`config.mk`:
```
export PLATFORM = sky130hd
export DESIGN_NAME = lcd_clock_bias_segment_ctrl
export DESIGN_NICKNAME = d
export VERILOG_FILES = /design/src/logic/lcd_pixel_mem.v /design/src/logic/lcd_clock_bias_segment_ctrl.v
export VERILOG_INCLUDE_DIRS = /design/src /design/src/common
export SDC_FILE = /design/constraint.sdc
export NUM_CORES = 1
export LEC_CHECK = 0
export ABC_AREA = 1
export BUFFER_PORTS_ARGS = -buffer_cell sky130_fd_sc_hd__buf_2
export CORE_ASPECT_RATIO = 1.5
export CORE_MARGIN = 2
export CORE_UTILIZATION = 40
export DETAILED_ROUTE_END_ITERATION = 8
export SLEW_MARGIN = 20
export SYNTH_ARGS = -nofsm -noshare
export SYNTH_HDL_FRONTEND = slang
export SYNTH_SLANG_ARGS = --single-unit
```
`constraint.sdc`:
```
create_clock -name ref_clk_in -period 2.45 [get_ports ref_clk_in]
set_clock_uncertainty 0.1 [all_clocks]
set_input_delay 0.3675 -clock ref_clk_in [delete_from_list [all_inputs] [get_ports ref_clk_in]]
set_output_delay 0.3675 -clock ref_clk_in [all_outputs]
set_load 0.05 [all_outputs]
```
`src/common/lcd_ctrl_map.vh`:
```
// Register offsets, field positions and reset values of the LCD control block.
// Assumes inclusion by bare name from logic/ sources; definitions only.
`ifndef LCD_CTRL_MAP_VH
`define LCD_CTRL_MAP_VH

// Register offsets (byte bus, 8-bit registers)
`define OFS_MAIN_CTRL     8'h00
`define OFS_FRAME_PS      8'h01
`define OFS_LADDER_REF    8'h02
`define OFS_CONTRAST      8'h03
`define OFS_LADDER_SW     8'h04
`define OFS_STATUS        8'h05
`define OFS_SEG_EN_BASE   8'h08
`define OFS_PIXEL_BASE    8'h10

// Bank counts
`define SEG_EN_BANKS      3
`define PIXEL_BANKS       12

// Main control fields
`define MAIN_EN_BIT       7
`define MAIN_SLPEN_BIT    6
`define MAIN_CS_LSB       2
`define MAIN_CS_W         2
`define MAIN_MUX_LSB      0
`define MAIN_RESET        8'h00

// Frame prescale fields
`define PS_HALF_BIAS_BIT  6
`define PS_LP_LSB         0
`define PS_LP_W           4
`define PS_RESET          8'h00

// Ladder reference bit
`define REF_EN_BIT        7
`define REF_RESET         8'h00

// Contrast field
`define CST_W             3
`define CST_RESET         8'h00

// Ladder switching fields
`define SW_A_LSB          6
`define SW_B_LSB          4
`define SW_LAT_LSB        0
`define SW_LAT_W          3
`define SW_RESET          8'h00

// Clock source codes
`define CS_SYS_DIV        2'h0
`define CS_SEC_OSC        2'h1
`define CS_LF_OSC         2'h2

// Timing counts
`define SYS_DIV_COUNT     8'hFF
`define BASE_DIV_COUNT    5'h1F

`endif

```
`src/logic/lcd_pixel_mem.v`:
```
// Pixel data memory: twelve 8-bit banks, registered read port.
// Assumes one clock; contents survive every reset of the block.
`timescale 1ns/1ps
`default_nettype none
module lcd_pixel_mem (
  input  wire       ref_clk_in,
  input  wire       wr_en_in,
  input  wire [3:0] wr_idx_in,
  input  wire [7:0] wr_data_in,
  input  wire [3:0] rd_idx_in,
  output reg  [7:0] rd_data_ff_out
);
  reg [7:0] mem_ff [0:11];

  // No reset here on purpose: pixels keep value through soft resets
  always @(posedge ref_clk_in) begin
    if (wr_en_in && (wr_idx_in < 4'hC)) begin
      mem_ff[wr_idx_in] <= wr_data_in;
    end
    if (rd_idx_in < 4'hC) begin
      rd_data_ff_out <= mem_ff[rd_idx_in];
    end else begin
      rd_data_ff_out <= 8'h00;
    end
  end
endmodule
`default_nettype wire

```
`src/logic/lcd_clock_bias_segment_ctrl.v`:
```
// LCD clock source selection, frame prescaler, bias ladder and segment control.
// Assumes a synchronous byte register port and oscillator ticks synchronous
// to ref_clk_in; the analog ladder and glass sit outside.
//
// Added by the designer: the register offsets and strobed register access.
`timescale 1ns/1ps
`default_nettype none
`include "lcd_ctrl_map.vh"

// Notes on behaviour
// contrast code sets ladder resistance k/7
// contrast upper five bits read zero
// segment enable gives pin to LCD
// pixel bit set means dark pixel
// pixel data untouched by block reset
// three LCD clock sources by select
// system divide fixed at 256
// software enables crystal before selecting it
// oscillator sources keep running in sleep
// hidden 4-bit prescaler, ratio 1 to 16
// static, half and third bias types
// half bias shorts middle ladder resistor
// ladder power off, low, medium, high
// ladder forced off when inactive
// mode A after transition, then B
// 3-bit interval, zero skips mode A
// 5-bit base prescaler times A/B select
// interval restarts each transition, holds B
module lcd_clock_bias_segment_ctrl (
  input  wire        ref_clk_in,
  input  wire        sys_rst_in,
  input  wire [7:0]  addr_in,
  input  wire [7:0]  wr_data_in,
  input  wire        wr_stb_in,
  input  wire        rd_stb_in,
  output reg  [7:0]  rd_data_ff_out,
  input  wire        sec_osc_tick_in,
  input  wire        lf_osc_tick_in,
  input  wire        sleep_in,
  output reg         frame_tick_ff_out,
  output reg         lcd_active_ff_out,
  output reg  [1:0]  ladder_power_ff_out,
  output reg         half_bias_short_ff_out,
  output reg  [2:0]  contrast_select_ff_out,
  output reg  [1:0]  bias_type_ff_out,
  output reg  [23:0] segment_pin_enable_ff_out,
  output reg  [1:0]  mux_select_ff_out
);
  reg [7:0]  main_ctrl_ff;
  reg [7:0]  frame_ps_ff;
  reg [7:0]  ladder_ref_ff;
  reg [7:0]  ladder_sw_ff;
  reg [2:0]  contrast_ff;
  reg [23:0] seg_en_ff;
  reg [7:0]  sys_div_ff;
  reg [4:0]  base_div_ff;
  reg [3:0]  frame_cnt_ff;
  reg [2:0]  a_cnt_ff;
  reg        in_a_ff;
  reg        rd_pix_ff;
  reg [7:0]  rd_reg_ff;
  wire [7:0] pix_rd_data;

  wire [1:0] clk_src = main_ctrl_ff[`MAIN_CS_LSB +: `MAIN_CS_W];
  wire [3:0] lp_sel  = frame_ps_ff[`PS_LP_LSB +: `PS_LP_W];
  wire [2:0] lat_sel = ladder_sw_ff[`SW_LAT_LSB +: `SW_LAT_W];

  // Register index decode for banked registers
  function [3:0] bank_index;
    input [7:0] addr;
    input [7:0] base;
    begin
      bank_index = addr[3:0] - base[3:0];
    end
  endfunction

  wire pix_hit = (addr_in >= `OFS_PIXEL_BASE) &&
                 (addr_in < (`OFS_PIXEL_BASE + 8'h0C));
  wire seg_hit = (addr_in >= `OFS_SEG_EN_BASE) &&
                 (addr_in < (`OFS_SEG_EN_BASE + 8'h03));
  wire [3:0] pix_idx = bank_index(addr_in, `OFS_PIXEL_BASE);
  wire [3:0] seg_idx = bank_index(addr_in, `OFS_SEG_EN_BASE);

  // Pixel memory kept outside the reset domain
  lcd_pixel_mem u_pix (
    .ref_clk_in     (ref_clk_in),
    .wr_en_in       (wr_stb_in && pix_hit),
    .wr_idx_in      (pix_idx),
    .wr_data_in     (wr_data_in),
    .rd_idx_in      (pix_hit ? pix_idx : 4'hF),
    .rd_data_ff_out (pix_rd_data)
  );

  // Register writes
  always @(posedge ref_clk_in) begin
    if (sys_rst_in) begin
      main_ctrl_ff  <= `MAIN_RESET;
      frame_ps_ff   <= `PS_RESET;
      ladder_ref_ff <= `REF_RESET;
      ladder_sw_ff  <= `SW_RESET;
      contrast_ff   <= 3'h0;
      seg_en_ff     <= 24'h000000;
    end else if (wr_stb_in) begin
      case (addr_in)
        `OFS_MAIN_CTRL:  main_ctrl_ff  <= wr_data_in;
        `OFS_FRAME_PS:   frame_ps_ff   <= wr_data_in;
        `OFS_LADDER_REF: ladder_ref_ff <= wr_data_in;
        `OFS_LADDER_SW:  ladder_sw_ff  <= {wr_data_in[7:4], 1'b0, wr_data_in[2:0]};
        `OFS_CONTRAST:   contrast_ff   <= wr_data_in[2:0];
        default: begin
          if (seg_hit) begin
            seg_en_ff[seg_idx*8 +: 8] <= wr_data_in;
          end
        end
      endcase
    end
  end

  // Read path; answer one cycle later, unmapped reads give zero
  always @(posedge ref_clk_in) begin
    if (sys_rst_in) begin
      rd_reg_ff <= 8'h00;
      rd_pix_ff <= 1'b0;
    end else begin
      rd_pix_ff <= rd_stb_in && pix_hit;
      if (rd_stb_in) begin
        case (addr_in)
          `OFS_MAIN_CTRL:  rd_reg_ff <= main_ctrl_ff;
          `OFS_FRAME_PS:   rd_reg_ff <= frame_ps_ff;
          `OFS_LADDER_REF: rd_reg_ff <= ladder_ref_ff;
          `OFS_LADDER_SW:  rd_reg_ff <= ladder_sw_ff;
          `OFS_CONTRAST:   rd_reg_ff <= {5'h00, contrast_ff};
          `OFS_STATUS:     rd_reg_ff <= {lcd_active_ff_out, in_a_ff, 6'h00};
          default: begin
            if (seg_hit) begin
              rd_reg_ff <= seg_en_ff[seg_idx*8 +: 8];
            end else begin
              rd_reg_ff <= 8'h00;
            end
          end
        endcase
      end else begin
        rd_reg_ff <= 8'h00;
      end
    end
  end

  // Merge memory data; the memory read register is already one cycle late
  always @* begin
    rd_data_ff_out = rd_pix_ff ? pix_rd_data : rd_reg_ff;
  end

  // Active flag: enabled, and sleep only allowed on oscillator sources
  wire src_runs = !sleep_in || (clk_src != `CS_SYS_DIV);
  wire active_nxt = main_ctrl_ff[`MAIN_EN_BIT] && src_runs &&
                    (clk_src != 2'h3);

  // Fixed divide-by-256 of the system clock
  always @(posedge ref_clk_in) begin
    if (sys_rst_in || sleep_in) begin
      sys_div_ff <= 8'h00;
    end else begin
      sys_div_ff <= sys_div_ff + 8'h01;
    end
  end

  // Source select: one-cycle tick from the chosen clock
  reg src_tick;
  always @* begin
    case (clk_src)
      `CS_SYS_DIV: src_tick = (sys_div_ff == `SYS_DIV_COUNT) && !sleep_in;
      `CS_SEC_OSC: src_tick = sec_osc_tick_in;
      `CS_LF_OSC:  src_tick = lf_osc_tick_in;
      default:     src_tick = 1'b0;
    endcase
  end

  // Base divider: 32 ticks per base period; also paces mode A
  wire base_tick = src_tick && (base_div_ff == `BASE_DIV_COUNT);
  wire a_step    = src_tick && (base_div_ff[1:0] == 2'h3);

  // Frame prescaler, not visible to software
  wire frame_nxt = base_tick && (frame_cnt_ff == lp_sel);

  always @(posedge ref_clk_in) begin
    if (sys_rst_in || !active_nxt) begin
      base_div_ff  <= 5'h00;
      frame_cnt_ff <= 4'h0;
    end else if (src_tick) begin
      base_div_ff <= base_div_ff + 5'h01;
      if (base_tick) begin
        frame_cnt_ff <= (frame_cnt_ff == lp_sel) ? 4'h0 : frame_cnt_ff + 4'h1;
      end
    end
  end

  // Mode A window: restart on each transition, hold B at terminal count
  always @(posedge ref_clk_in) begin
    if (sys_rst_in || !active_nxt) begin
      in_a_ff  <= 1'b0;
      a_cnt_ff <= 3'h0;
    end else if (frame_nxt) begin
      in_a_ff  <= (lat_sel != 3'h0);
      a_cnt_ff <= lat_sel;
    end else if (in_a_ff && a_step) begin
      a_cnt_ff <= a_cnt_ff - 3'h1;
      if (a_cnt_ff == 3'h1) begin
        in_a_ff <= 1'b0;
      end
    end
  end

  // Outputs toward ladder and pads
  always @(posedge ref_clk_in) begin
    if (sys_rst_in) begin
      frame_tick_ff_out         <= 1'b0;
      lcd_active_ff_out         <= 1'b0;
      ladder_power_ff_out       <= 2'h0;
      half_bias_short_ff_out    <= 1'b0;
      contrast_select_ff_out    <= 3'h0;
      bias_type_ff_out          <= 2'h0;
      segment_pin_enable_ff_out <= 24'h000000;
      mux_select_ff_out         <= 2'h0;
    end else begin
      frame_tick_ff_out   <= frame_nxt && active_nxt;
      lcd_active_ff_out   <= active_nxt;
      // Ladder off when inactive or reference disabled
      if (!active_nxt || !ladder_ref_ff[`REF_EN_BIT]) begin
        ladder_power_ff_out <= 2'h0;
      end else if (in_a_ff) begin
        ladder_power_ff_out <= ladder_sw_ff[`SW_A_LSB +: 2];
      end else begin
        ladder_power_ff_out <= ladder_sw_ff[`SW_B_LSB +: 2];
      end
      half_bias_short_ff_out    <= frame_ps_ff[`PS_HALF_BIAS_BIT];
      // 0 static, 1 half, 2 third
      bias_type_ff_out          <= (main_ctrl_ff[1:0] == 2'h0) ? 2'h0 :
                                   (frame_ps_ff[`PS_HALF_BIAS_BIT] ? 2'h1 : 2'h2);
      contrast_select_ff_out    <= contrast_ff;
      segment_pin_enable_ff_out <= seg_en_ff;
      mux_select_ff_out         <= main_ctrl_ff[`MAIN_MUX_LSB +: 2];
    end
  end
endmodule
`default_nettype wire

```
## Word level (Yosys, flattened, before mapping)

Memories as Yosys holds them, arrays and structs flattened. A register that Yosys moved wholly into a read port is not among the register bits.
Cells that the tools add are included.

- Register bits: 124
- Bits in latches: 0
- RAM bits: 96
- Bits in read-only memories: 0
- Bits of input ports: 23
- Word-level logic and storage cells: 108
- Memories kept: 1

Memory list:

| name | depth | bits a word | rd ports | clocked after Yosys merged registers in | wr ports | RTL line | RTL |
|---|---|---|---|---|---|---|---|
| u_pix.mem_ff | 12 | 8 | 1 | 1 | 1 | lcd_pixel_mem.v:13 | `reg [7:0] mem_ff [0:11];` |

- Add/subtract/negate cells: 6
- $mul: 0
- Divide/modulo/power cells: 0
- Magnitude comparators: 6
- Equal/unequal tests: 13
- Shift-type cells: 3
- Mux-type cells: 16
- Bitwise gates (word level): 2
- Reductions and logical operators: 40

Operators by type and width:

| cell | number |
|---|---|
| $pmux 8 s6 | 1 |
| $neg 7->34 | 1 |
| $shift 8x34->24 const A | 1 |
| $shiftx 8x34->24 | 1 |
| $bwmux 24 | 1 |
| $shiftx 24x8->8 | 1 |
| $eq 8x2->1 const B | 2 |
| $eq 8x3->1 const B | 2 |
| $mux 8 | 2 |
| $reduce_and 2->1 | 7 |
| $logic_and 1x1->1 | 13 |
| $add 8x1->8 const B | 1 |
| $eq 8x1->1 const B | 1 |
| $eq 8x8->1 const B | 1 |
| $ge 8x4->1 const B | 1 |
| $ge 8x5->1 const B | 1 |
| $logic_not 8->1 | 1 |
| $lt 4x4->1 const B | 2 |
| $lt 8x4->1 const B | 1 |
| $lt 8x5->1 const B | 1 |
| $mux 4 | 2 |
| $mux 3 | 2 |
| $reduce_bool 2->1 | 3 |
| $reduce_or 2->1 | 3 |
| other kinds (20) | 34 |

## Logic depth before layout (Yosys ltp)

Gate-level depths: netlist (run 1).

- Depth after elaboration: 7
- Mapped depth: 13
- Depth with buffers taken out: 10

## By module

Synthesis (run 1) repeated with hierarchy kept, for this count alone.

- Cell total of the unflattened synthesis: 1,042
- Area total of the unflattened synthesis: 9,436.6 sq um

Modules (own cells, without submodules):

| module | instances | cells each | area each (sq um) | sequential area each (sq um) |
|---|---|---|---|---|
| lcd_clock_bias_segment_ctrl | 1 | 702 | 5,377.7 | 2,482.4 |
| lcd_pixel_mem | 1 | 340 | 4,058.9 | 3,042.9 |

## Least setup slack after synthesis (run 1)

OpenSTA, ideal clock, no wires.

- Path type: input to register
- Start point: input addr_in[0]
- End point: register seg_en_ff[3]
- Data arrival time: 2.215 ns
- Path slack: 0.019 ns
- Cell stages on the path: 10
- Buffers on the path: 3
- Cells stage by stage: buf_2 inv_2 clkbuf_1 ha_1 or2_2 nor4_1 nand3_2 buf_2 nand2_1 o21ai_1

- Word-level cells in the longest chain between the ends: 4

Ends and longest elaborated chain:

| element | RTL line | RTL |
|---|---|---|
| start, declared | lcd_clock_bias_segment_ctrl.v:32 | `input wire [7:0] addr_in,` |
| $sub 4x4->4, or another cell as far along | lcd_clock_bias_segment_ctrl.v:73 | `bank_index = addr[3:0] - base[3:0];` |
| $neg 7->34 or $reduce_or 5->1 (tied branches) | n/a |  |
| $shiftx 8x34->24, or another cell as far along | lcd_clock_bias_segment_ctrl.v:112 | `seg_en_ff[seg_idx*8 +: 8] <= wr_data_in;` |
| $bwmux 24 or $reduce_and 3->1 (tied branches) | n/a |  |
| end signal, assigned by index | lcd_clock_bias_segment_ctrl.v:112 |  |
| end, declared | lcd_clock_bias_segment_ctrl.v:54 | `reg [23:0] seg_en_ff;` |

Several ways; a longest one is shown, not always the timed one.
A chain may end at the register's enable or synchronous reset.

## Final worst setup path (run 1)

- Start point: register rd_pix_ff
- End point: output rd_data_ff_out[5]

- Word-level cells in the longest chain between the ends: 1

Ends and longest elaborated chain:

| element | RTL line | RTL |
|---|---|---|
| start, declared | lcd_clock_bias_segment_ctrl.v:60 | `reg rd_pix_ff;` |
| start signal, assigned | lcd_clock_bias_segment_ctrl.v:125 | `rd_pix_ff <= rd_stb_in && pix_hit;` |
| $mux 8 | lcd_clock_bias_segment_ctrl.v:150 | `rd_data_ff_out = rd_pix_ff ? pix_rd_data : rd_reg_ff;` |
| end, declared | lcd_clock_bias_segment_ctrl.v:36 | `output reg [7:0] rd_data_ff_out,` |

No other way between the ends.

==> run_results.csv, run 1 <==
group,metric,value,unit
power,p_per_area,673,nW/µm²
yosys,synth_seq_area_share,58.0,%
placed_design,hpwlAfterDp,16900,µm
routing,vias_per_cell,5.01,
clock_network,clk_pin_slew,0.06,ns
placed_design,place_inst,1425,
floorplanning,start_util,40.4,%
cells_and_area,n_antenna_cell,0,
global_route,grt_max_degree,59,
flow_run,drv_cap,0,
floorplanning,ios,67,
power,peakVddDrop,0.000481,V
setup_path,end_kind,"primary output",
clock_network,cts_resized,0,
sta,setup_violations,0,
sta,finalCritPeriodShare,88.1,%
global_route,grt_usage,19.6,%
floorplanning,die_w,130,µm
sta,slew_violations,0,
setup_path,crit_path_max_fanout,8,
setup_path,arrival,1.69,ns
hold_path,min_path_type,"input port to flip-flop",
run_status,outcome,"finished clean",
yosys,syn-num-nets,1082,
floorplanning,die_y,193,µm
clock_network,cts_sinks,228,
routing,wl,24500,µm
cells_and_area,stdcell_count,1463,
global_route,grt-ovfl-total,0,
placed_design,place_congestion,0.864,
sta,tns,0,ns
yosys,synth_seq_cells,228,
yosys,avgSynthCellArea,9.09,µm²
clock_network,cts_tree,"done",
yosys,synth_cell_types,40,
sta,slew_headroom,61.8,%
global_route,antenna_found_initial,1,
routing,wire_per_inst,16.7,µm
power,static-leakage-power,4.33,nW
clock_network,cts_buffers,21,
setup_path,start_kind,"flip-flop",
cells_and_area,post_route_cells_drive_above_1_share,16.0,%
routing,dr.pass1.iters,5,
clock_network,cts-root-buf,"clkbuf_16",
floorplanning,die-area,25100,µm²
global_route,grt_pass1_wl,37800,µm
placed_design,io_buffer_count,66,
yosys,synth_enable_flop_cells,96,
sta,final_hold_viol_count,0,
floorplanning,fp-row-count,69,
routing,drc_errors,0,
yosys,netlist_area,9530,µm²
sta,post-route-min-period,2.16,ns
cells_and_area,final_cell_mix,"nand2_1 (134), inv_1 (132), dfxtp_1 (132), nor2_1 (124), edfxtp_1 (96)",
setup_path,crit_required,1.98,ns
routing,drt_iter0_markers,554,
sta,max_freq,463,MHz
floorplanning,core,23600,µm²
clock_network,htreeDepth,1,
sta,max_slew.worst_pin.slew,0.571,ns
cells_and_area,area_growth,15.4,%
global_route,first_global_vias,7065,
cells_and_area,fillCellCount,2290,
setup_path,critical_path_class,"flip-flop to primary output",
yosys,yosys_warnings,0,
yosys,synthCells,1048,
yosys,synth_ff_type,"dfxtp_1",
clock_network,clkLatencyLatePin,0.51,ns
cells_and_area,final_common_cell,"nand2_1",
routing,via_count,7330,
clock_network,cts-hold-fix-buffers,0,
clock_network,ctsLongestPathBuffers,3,
sta,rsz0062_at_grt,"no",
routing,ant_nets,0,
cells_and_area,nets,1163,
clock_network,post_cts_buffers,0,
yosys,async_flop_share,0,%
power,p_total,7.40,mW
-- kinds of logic after synthesis --
kind of cell             synth area share, %
AO/OA/AOI/OAI                           11.4
AND/OR/NAND/NOR                         19.6
buffers and inverters                   7.82
XOR/XNOR                               0.827
flip-flops                              58.0
adder cells (fa/ha/maj)                 1.44
multiplexers                           0.945
-- flip-flops by register name, indices dropped and copies added (netlist names), 2 cells and up --
name	flops
a_cnt_ff	3
base_div_ff	5
bias_type_ff_out	2
contrast_ff	3
contrast_select_ff_out	3
frame_cnt_ff	4
frame_ps_ff	8
ladder_power_ff_out	2
ladder_ref_ff	8
ladder_sw_ff	7
main_ctrl_ff	8
mux_select_ff_out	2
rd_reg_ff	8
seg_en_ff	24
segment_pin_enable_ff_out	24
sys_div_ff	8
u_pix.mem_ff	96
u_pix.rd_data_ff_out	8
-- synthesized netlist by cell type, types with 7 or more instances --
| cell | count | area share (%) |
|---|---|---|
| dfxtp_1 | 132 | 28 |
| edfxtp_1 | 96 | 30 |
| or2_2 | 9 | 0.59 |
| nor2_1 | 124 | 4.9 |
| inv_1 | 132 | 5.2 |
| ha_1 | 11 | 1.4 |
| clkbuf_1 | 22 | 0.87 |
| o21ai_0 | 63 | 3.3 |
| nand3b_1 | 19 | 1.5 |
| o2111ai_1 | 13 | 1.2 |
| mux2_2 | 8 | 0.95 |
| nand2_1 | 134 | 5.3 |
| o22ai_1 | 14 | 0.92 |
| nand3_1 | 67 | 3.5 |
| inv_2 | 7 | 0.28 |
| nor3_1 | 18 | 0.95 |
| o21ai_1 | 16 | 0.84 |
| buf_2 | 15 | 0.79 |
| xnor2_1 | 7 | 0.64 |
| a21oi_1 | 87 | 4.6 |
| nand4_1 | 12 | 0.79 |
| nor2_2 | 8 | 0.53 |
-- final cells by class --
cell class | instances | area (µm²) | share of cell area (%)
multi-input combinational | 634 | 3260 | 29.6
timing repair buffer | 103 | 621 | 5.64
sequential | 228 | 5530 | 50.3
clock inverter | 12 | 73.8 | 0.671
inverter | 141 | 532 | 4.84
clock buffer | 26 | 586 | 5.33
tap | 319 | 399 | 3.63
-- per-stage QoR --
step	instance area (µm²)	setup slack (ns)	hold slack [ns]	util, %
2_1_floorplan	9530	0.0191	0.293	-
3_3_place_gp	10300	0.114	0.332	43.9
3_5_place_dp	10300	0.112	0.322	43.9
4_1_cts	11000	0.275	0.0934	46.7
5_1_grt	11000	0.248	0.146	46.7
6_report	11000	0.292	0.0974	46.7
-- metal layers --
metal / GRT usage, % / vias up / routed length, µm
met1: 23.9 / 3465 / 10100
met4: 6.37 / 2 / 725
met3: 2.12 / 49 / 909
met2: 35.8 / 160 / 12800
li1: - / 3654 / -
met5: 0 / - / 13
-- worst paths after layout --
path                              end  slack, ns                      from  cells after the start
min          sys_div_ff[2]$_SDFF_PP0_        0.1                  sleep_in                      4
max                 rd_data_ff_out[5]       0.29      rd_pix_ff$_SDFF_PP0_                      2
max reg2reg      in_a_ff$_SDFFE_PP0P_       0.47  sys_div_ff[0]$_SDFF_PP0_                     10
min reg2reg  sys_div_ff[0]$_SDFF_PP0_       0.34  sys_div_ff[0]$_SDFF_PP0_                      1
-- report_power, final --
part	switching, mW	leakage, nW	internal (mW)	total (mW)
Clock	1.41	0.316	1.71	3.12
Combinational	0.235	2.09	0.0819	0.317
Sequential	0.00297	1.93	3.96	3.96
-- worst max-delay path, stage by stage, from the launching register on --
cell and delay, ns:
dfxtp_1 0.55, mux2_2 0.43, buf_2 0.22
(Power assumes the default switching activity.)
==> run 2, diff against run 1 <==
- CAP_MARGIN: not set -> 20
- CELL_PAD_IN_SITES_DETAIL_PLACEMENT: not set -> 0
- CELL_PAD_IN_SITES_GLOBAL_PLACEMENT: not set -> 1
- MAX_ROUTING_LAYER: not set -> met4
- PLACE_DENSITY_LB_ADDON: not set -> 0.1
==> run 2 against run 1 <==
Compared with the run above: sequential cell count did not move; worst hold slack better by 0.0033 ns; global-route usage up 1.8 points; sequential power barely moved; wire length grew 5.0%; highest routed layer is now met4.
==> run_results.csv, run 2 (synthesis results as in run 1) <==
group,metric,value,unit
run_status,outcome,"finished clean",
power,p_per_area,694,nW/µm²
clock_network,post_cts_buffers,0,
sta,final_hold_viol_count,0,
setup_path,critical_path_class,"flip-flop to primary output",
clock_network,cts_sinks,228,
clock_network,htreeDepth,1,
floorplanning,start_util,40.4,%
global_route,first_global_vias,6972,
placed_design,io_buffer_count,66,
power,swShare,21.4,%
setup_path,ff2ff_setup_slack,0.42,ns
setup_path,crit_path_max_fanout,8,
clock_network,cts-hold-fix-buffers,0,
routing,drt_iter0_markers,354,
cells_and_area,final_util,47.2,%
sta,holdWs,0.101,ns
clock_network,ctsLongestPathBuffers,3,
setup_path,end_kind,"primary output",
routing,route.met3.wl,849,µm
routing,wire_per_inst,17.5,µm
cells_and_area,fillCellCount,2352,
setup_path,start_kind,"flip-flop",
routing,via_count,7211,
cells_and_area,largest_register_ffs,96,
setup_path,critPathBufInv,1,
routing,dr_wl_met2,12900,µm
sta,max_freq,466,MHz
setup_path,slowest_stage,"dfxtp_1",
cells_and_area,stdcell_count,1470,
floorplanning,die_y,193,µm
placed_design,place_inst,1430,
power,p_clk_share,44.5,%
clock_network,cts_resized,0,
cells_and_area,nets,1169,
setup_path,path_delay_family,"flip-flops",
sta,slew_violations,0,
routing,routed.top_layer,"met4",
sta,finalCritPeriodShare,87.5,%
floorplanning,fp-row-count,69,
power,power_switching,1.65,mW
routing,drc_errors,0,
global_route,grt_pass1_wl,39600,µm
power,pwr-share-comb,4.2,%
setup_path,path_cells,"mux2_2, buf_2",
floorplanning,die_w,130,µm
global_route,grt-ovfl-total,0,
sta,rsz0062_at_grt,"no",
clock_network,cts_tree,"done",
routing,wl,25700,µm
placed_design,hpwlAfterDp,17700,µm
routing,dr.pass1.iters,4,
hold_path,min_path_type,"input port to flip-flop",
sta,max_slew.worst_pin.slew,0.826,ns
clock_network,cts-root-buf,"clkbuf_16",
clock_network,clk_pin_slew,0.06,ns
cells_and_area,largestRegisters,"u_pix.mem_ff: 96 flops, seg_en_ff: 24 flops, segment_pin_enable_ff_out: 24 flops",
global_route,grt_usage,21.3,%
hold_path,hold_start,"sleep_in",
power,seq_power_share,51.3,%
placed_design,place_congestion,0.844,
setup_path,cpPeakStageDelay,0.54,ns
flow_run,drv_cap,0,
routing,m1WireLength,11100,µm
power,internal_power,6.07,mW
cells_and_area,area_growth,16.7,%
power,static-leakage-power,4.41,nW
floorplanning,core,23600,µm²
clock_network,cts_buffers,22,
floorplanning,die-area,25100,µm²
clock_network,clkLatencyLatePin,0.50,ns
sta,setup_violations,0,
global_route,antenna_found_initial,1,
global_route,grt_max_degree,59,
power,peakVddDrop,0.000492,V
cells_and_area,final_cell_mix,"nand2_1 (134), inv_1 (132), dfxtp_1 (132), nor2_1 (124), edfxtp_1 (96)",
cells_and_area,final_common_cell,"nand2_1",
cells_and_area,post_route_cells_drive_above_1_share,16.4,%
setup_path,arrival,1.68,ns
sta,slew_headroom,44.8,%
setup_path,crit_start,"rd_pix_ff$_SDFF_PP0_",
sta,post-route-min-period,2.14,ns
floorplanning,ios,67,
routing,vias_per_cell,4.91,
cells_and_area,top_register,"u_pix.mem_ff",
setup_path,crit_required,1.98,ns
sta,tns,0,ns
routing,ant_nets,0,
setup_path,r2r_start,"sys_div_ff[0]$_SDFF_PP0_",
## run 2: changes by cell type in the layout (fill, tap and decap cells not counted), sizes merged, moves of 2 or more
cell / delta
buf: +5
clkbuf: +10
clkinv: -4
clkinvlp: -4
inv: -2
## run 2: cell type report
type	count	area (µm²)	area share (%)
diodes	1	2.50	0.0225
clock buffers	36	688	6.19
clock inverters	3	43.8	0.394
inverters	141	532	4.78
multi-input cells	634	3260	29.3
flip-flops and latches	228	5530	49.7
well taps	319	399	3.59
repair buffers	108	671	6.03
## run 2: tightest hold or removal path, delay by kind of cell
family                 cells  cell delay, ns
and+or+nand+nor            3            0.19
buffers and inverters      1            0.10
## run 2: worst paths after layout
kind | to | cells past startpoint
setup / recovery | rd_data_ff_out[5] | 2
hold / removal | sys_div_ff[2]$_SDFF_PP0_ | 4
setup reg to reg | in_a_ff$_SDFFE_PP0P_ | 11
hold reg to reg | bias_type_ff_out[1]$_SDFF_PP0_ | 1
## run 2: per-stage QoR
step | power, mW | cell area [µm²] | worst slack [ns]
floorplan | 4.22 | 9530 | 0.0191
global route | 7.96 | 11100 | 0.156
detailed placement | 4.37 | 10400 | 0.133
finish | 7.72 | 11100 | 0.306
CTS | 7.80 | 11100 | 0.272
global placement | 4.37 | 10400 | 0.150
## run 2: routing by layer
metal | track usage (%) | up-vias
li1 | - | 3676
met5 | - | -
met4 | 7.11 | 0
met2 | 36.3 | 126
met1 | 26.4 | 3362
met3 | 2.43 | 47
## run 2: power groups by stage
stage	logic, mW	registers [mW]	clock network (mW)
after floorplan	0.175	4.05	0
after global placement	0.324	4.05	0
after detailed placement	0.324	4.05	0
after CTS	0.325	3.96	3.51
after global routing	0.357	3.96	3.65
final	0.322	3.96	3.43
==> run 3, diff against run 2 <==
- PLACE_DENSITY: not set -> 0.73
- PLACE_DENSITY_LB_ADDON: 0.1 -> not set
==> run 3 against run 2 <==
Compared with the run above: sequential cell count unchanged; utilization increased by 0.13 points; total power increased by 2.8%; critical path depth unchanged; combinational power about the same; sequential share of layout area decreased by 0.14 points; first-iteration DRC count increased by 51%; clock-buffer cell count decreased by 7; maximum frequency decreased by 0.25%; largest power group unchanged; non-clock buffer count decreased by 1; wire length decreased by 1.6%; worst setup slack got worse by 0.0053 ns.
==> run_results.csv, run 3 (synthesis results as in run 1) <==
group,metric,value,unit
placed_design,hpwlAfterDp,17200,µm
routing,via_count,7315,
cells_and_area,nets,1168,
setup_path,rr_worst_depth,10,
cells_and_area,stdcell_count,1469,
routing,drc_errors,0,
placed_design,place_inst,1429,
cells_and_area,area_growth,17.0,%
sta,max_freq,465,MHz
clock_network,post_cts_buffers,0,
cells_and_area,largestRegisters,"u_pix.mem_ff: 96 flops, seg_en_ff: 24 flops, segment_pin_enable_ff_out: 24 flops",
setup_path,cpPeakStageDelay,0.55,ns
hold_path,hold_path_depth,4,
setup_path,end_kind,"primary output",
hold_path,min_to,"sys_div_ff[2]$_SDFF_PP0_",
clock_network,clk_pin_slew,0.07,ns
power,p_per_area,711,nW/µm²
clock_network,cts_resized,0,
sta,finalCritPeriodShare,87.7,%
cells_and_area,top_register,"u_pix.mem_ff",
run_status,outcome,"finished clean",
setup_path,slowest_stage,"dfxtp_1",
global_route,grt-ovfl-total,0,
setup_path,timing.rr.end,"a_cnt_ff[1]$_SDFFE_PP0P_",
sta,tns,0,ns
setup_path,critPathBufInv,1,
setup_path,start_kind,"flip-flop",
floorplanning,die-area,25100,µm²
hold_path,hold_start,"sleep_in",
setup_path,critical_path_class,"flip-flop to primary output",
setup_path,crit_start,"rd_pix_ff$_SDFF_PP0_",
flow_run,drv_cap,0,
placed_design,place_congestion,0.854,
routing,drt_iter0_markers,534,
setup_path,crit_required,1.98,ns
clock_network,htreeDepth,1,
routing,ant_nets,0,
hold_path,min_path_type,"input port to flip-flop",
global_route,first_global_vias,7074,
floorplanning,fp-row-count,69,
floorplanning,start_util,40.4,%
sta,slew_headroom,63.6,%
setup_path,crit_path_max_fanout,8,
clock_network,cts-hold-fix-buffers,0,
floorplanning,die_y,193,µm
clock_network,ctsLongestPathBuffers,3,
cells_and_area,post_route_cells_drive_above_1_share,16.4,%
power,peakVddDrop,0.000640,V
clock_network,clkLatencyLatePin,0.51,ns
global_route,antenna_found_initial,1,
clock_network,cts_sinks,228,
routing,dr.pass1.iters,5,
cells_and_area,largest_register_ffs,96,
setup_path,path_cells,"mux2_2, buf_2",
clock_network,cts_tree,"done",
cells_and_area,final_cell_mix,"nand2_1 (134), inv_1 (132), dfxtp_1 (132), nor2_1 (124), edfxtp_1 (96)",
floorplanning,core,23600,µm²
clock_network,cts_buffers,22,
power,static-leakage-power,4.41,nW
sta,setup_violations,0,
setup_path,ff2ff_setup_slack,0.39,ns
sta,rsz0062_at_grt,"no",
placed_design,io_buffer_count,66,
floorplanning,die_w,130,µm
sta,final_hold_viol_count,0,
global_route,grt_usage,20.9,%
global_route,grt_max_degree,59,
sta,post-route-min-period,2.15,ns
setup_path,arrival,1.68,ns
routing,wl,25300,µm
sta,max_slew.worst_pin.slew,0.546,ns
clock_network,cts-root-buf,"clkbuf_16",
routing,vias_per_cell,4.98,
setup_path,r2r_start,"sys_div_ff[0]$_SDFF_PP0_",
sta,slew_violations,0,
setup_path,path_delay_family,"flip-flops",
cells_and_area,final_common_cell,"nand2_1",
floorplanning,ios,67,
routing,wire_per_inst,17.2,µm
global_route,grt_pass1_wl,38900,µm
-- run 3: stage by stage --
| step | util [%] | instance area [µm²] | power (mW) | hold WS (ns) | worst slack [ns] |
|---|---|---|---|---|---|
| 2_1_floorplan | - | 9530 | 4.22 | 0.293 | 0.0191 |
| 3_3_place_gp | 44.0 | 10400 | 4.37 | 0.315 | 0.121 |
| 3_5_place_dp | 44.0 | 10400 | 4.37 | 0.307 | 0.0878 |
| 4_1_cts | 47.3 | 11100 | 8.02 | 0.0886 | 0.280 |
| 5_1_grt | 47.3 | 11200 | 8.18 | 0.116 | 0.204 |
| 6_report | 47.3 | 11200 | 7.93 | 0.0974 | 0.300 |
-- run 3: worst max path at each step --
stage / endpoint / cells past startpoint / slack, ns
floorplan: seg_en_ff[3]$_SDFFE_PP0P_ / 10 / 0.02
global placement: seg_en_ff[7]$_SDFFE_PP0P_ / 11 / 0.12
detailed placement: seg_en_ff[7]$_SDFFE_PP0P_ / 10 / 0.09
CTS: rd_data_ff_out[3] / 2 / 0.28
global route: frame_cnt_ff[3]$_SDFFE_PP0P_ / 8 / 0.20
finish: rd_data_ff_out[3] / 2 / 0.30
-- run 3: worst reg2reg max path: stages, from the launching register on --
cell and delay [ns]:
dfxtp_1 0.35, ha_1 0.18, nand2_1 0.10, nor2_1 0.19
nand4_1 0.16, nand2_1 0.26, nand3_1 0.18, buf_4 0.19
nand2_1 0.07, nand3_1 0.07, a21oi_1 0.12
-- run 3: cell type report --
| class | instances | area, µm² |
|---|---|---|
| fillers | 2265 | 12400 |
| flip-flops and latches | 228 | 5530 |
| multi-input cells | 634 | 3260 |
| repair buffers | 107 | 651 |
| clock buffers | 29 | 628 |
| inverters | 141 | 532 |
| well taps | 319 | 399 |
| clock inverters | 10 | 155 |
| diodes | 1 | 2.50 |
-- run 3: per-layer routing --
metal  wire [µm]  vias up  global-route usage (%)  share of wire [%]
li1            -     3676                       -                  -
met1       10500     3416                    25.4                 42
met2       12800      184                    36.1                 51
met3        1210       39                    2.35                4.8
met4         663        0                    6.58                2.6
met5           0        -                       -                  0
-- run 3: power breakdown --
| group | internal (mW) | switching [mW] |
|---|---|---|
| Sequential | 3.96 | 0.00289 |
| Clock | 2.23 | 1.42 |
| Combinational | 0.0848 | 0.239 |
| Total | 6.27 | 1.66 |
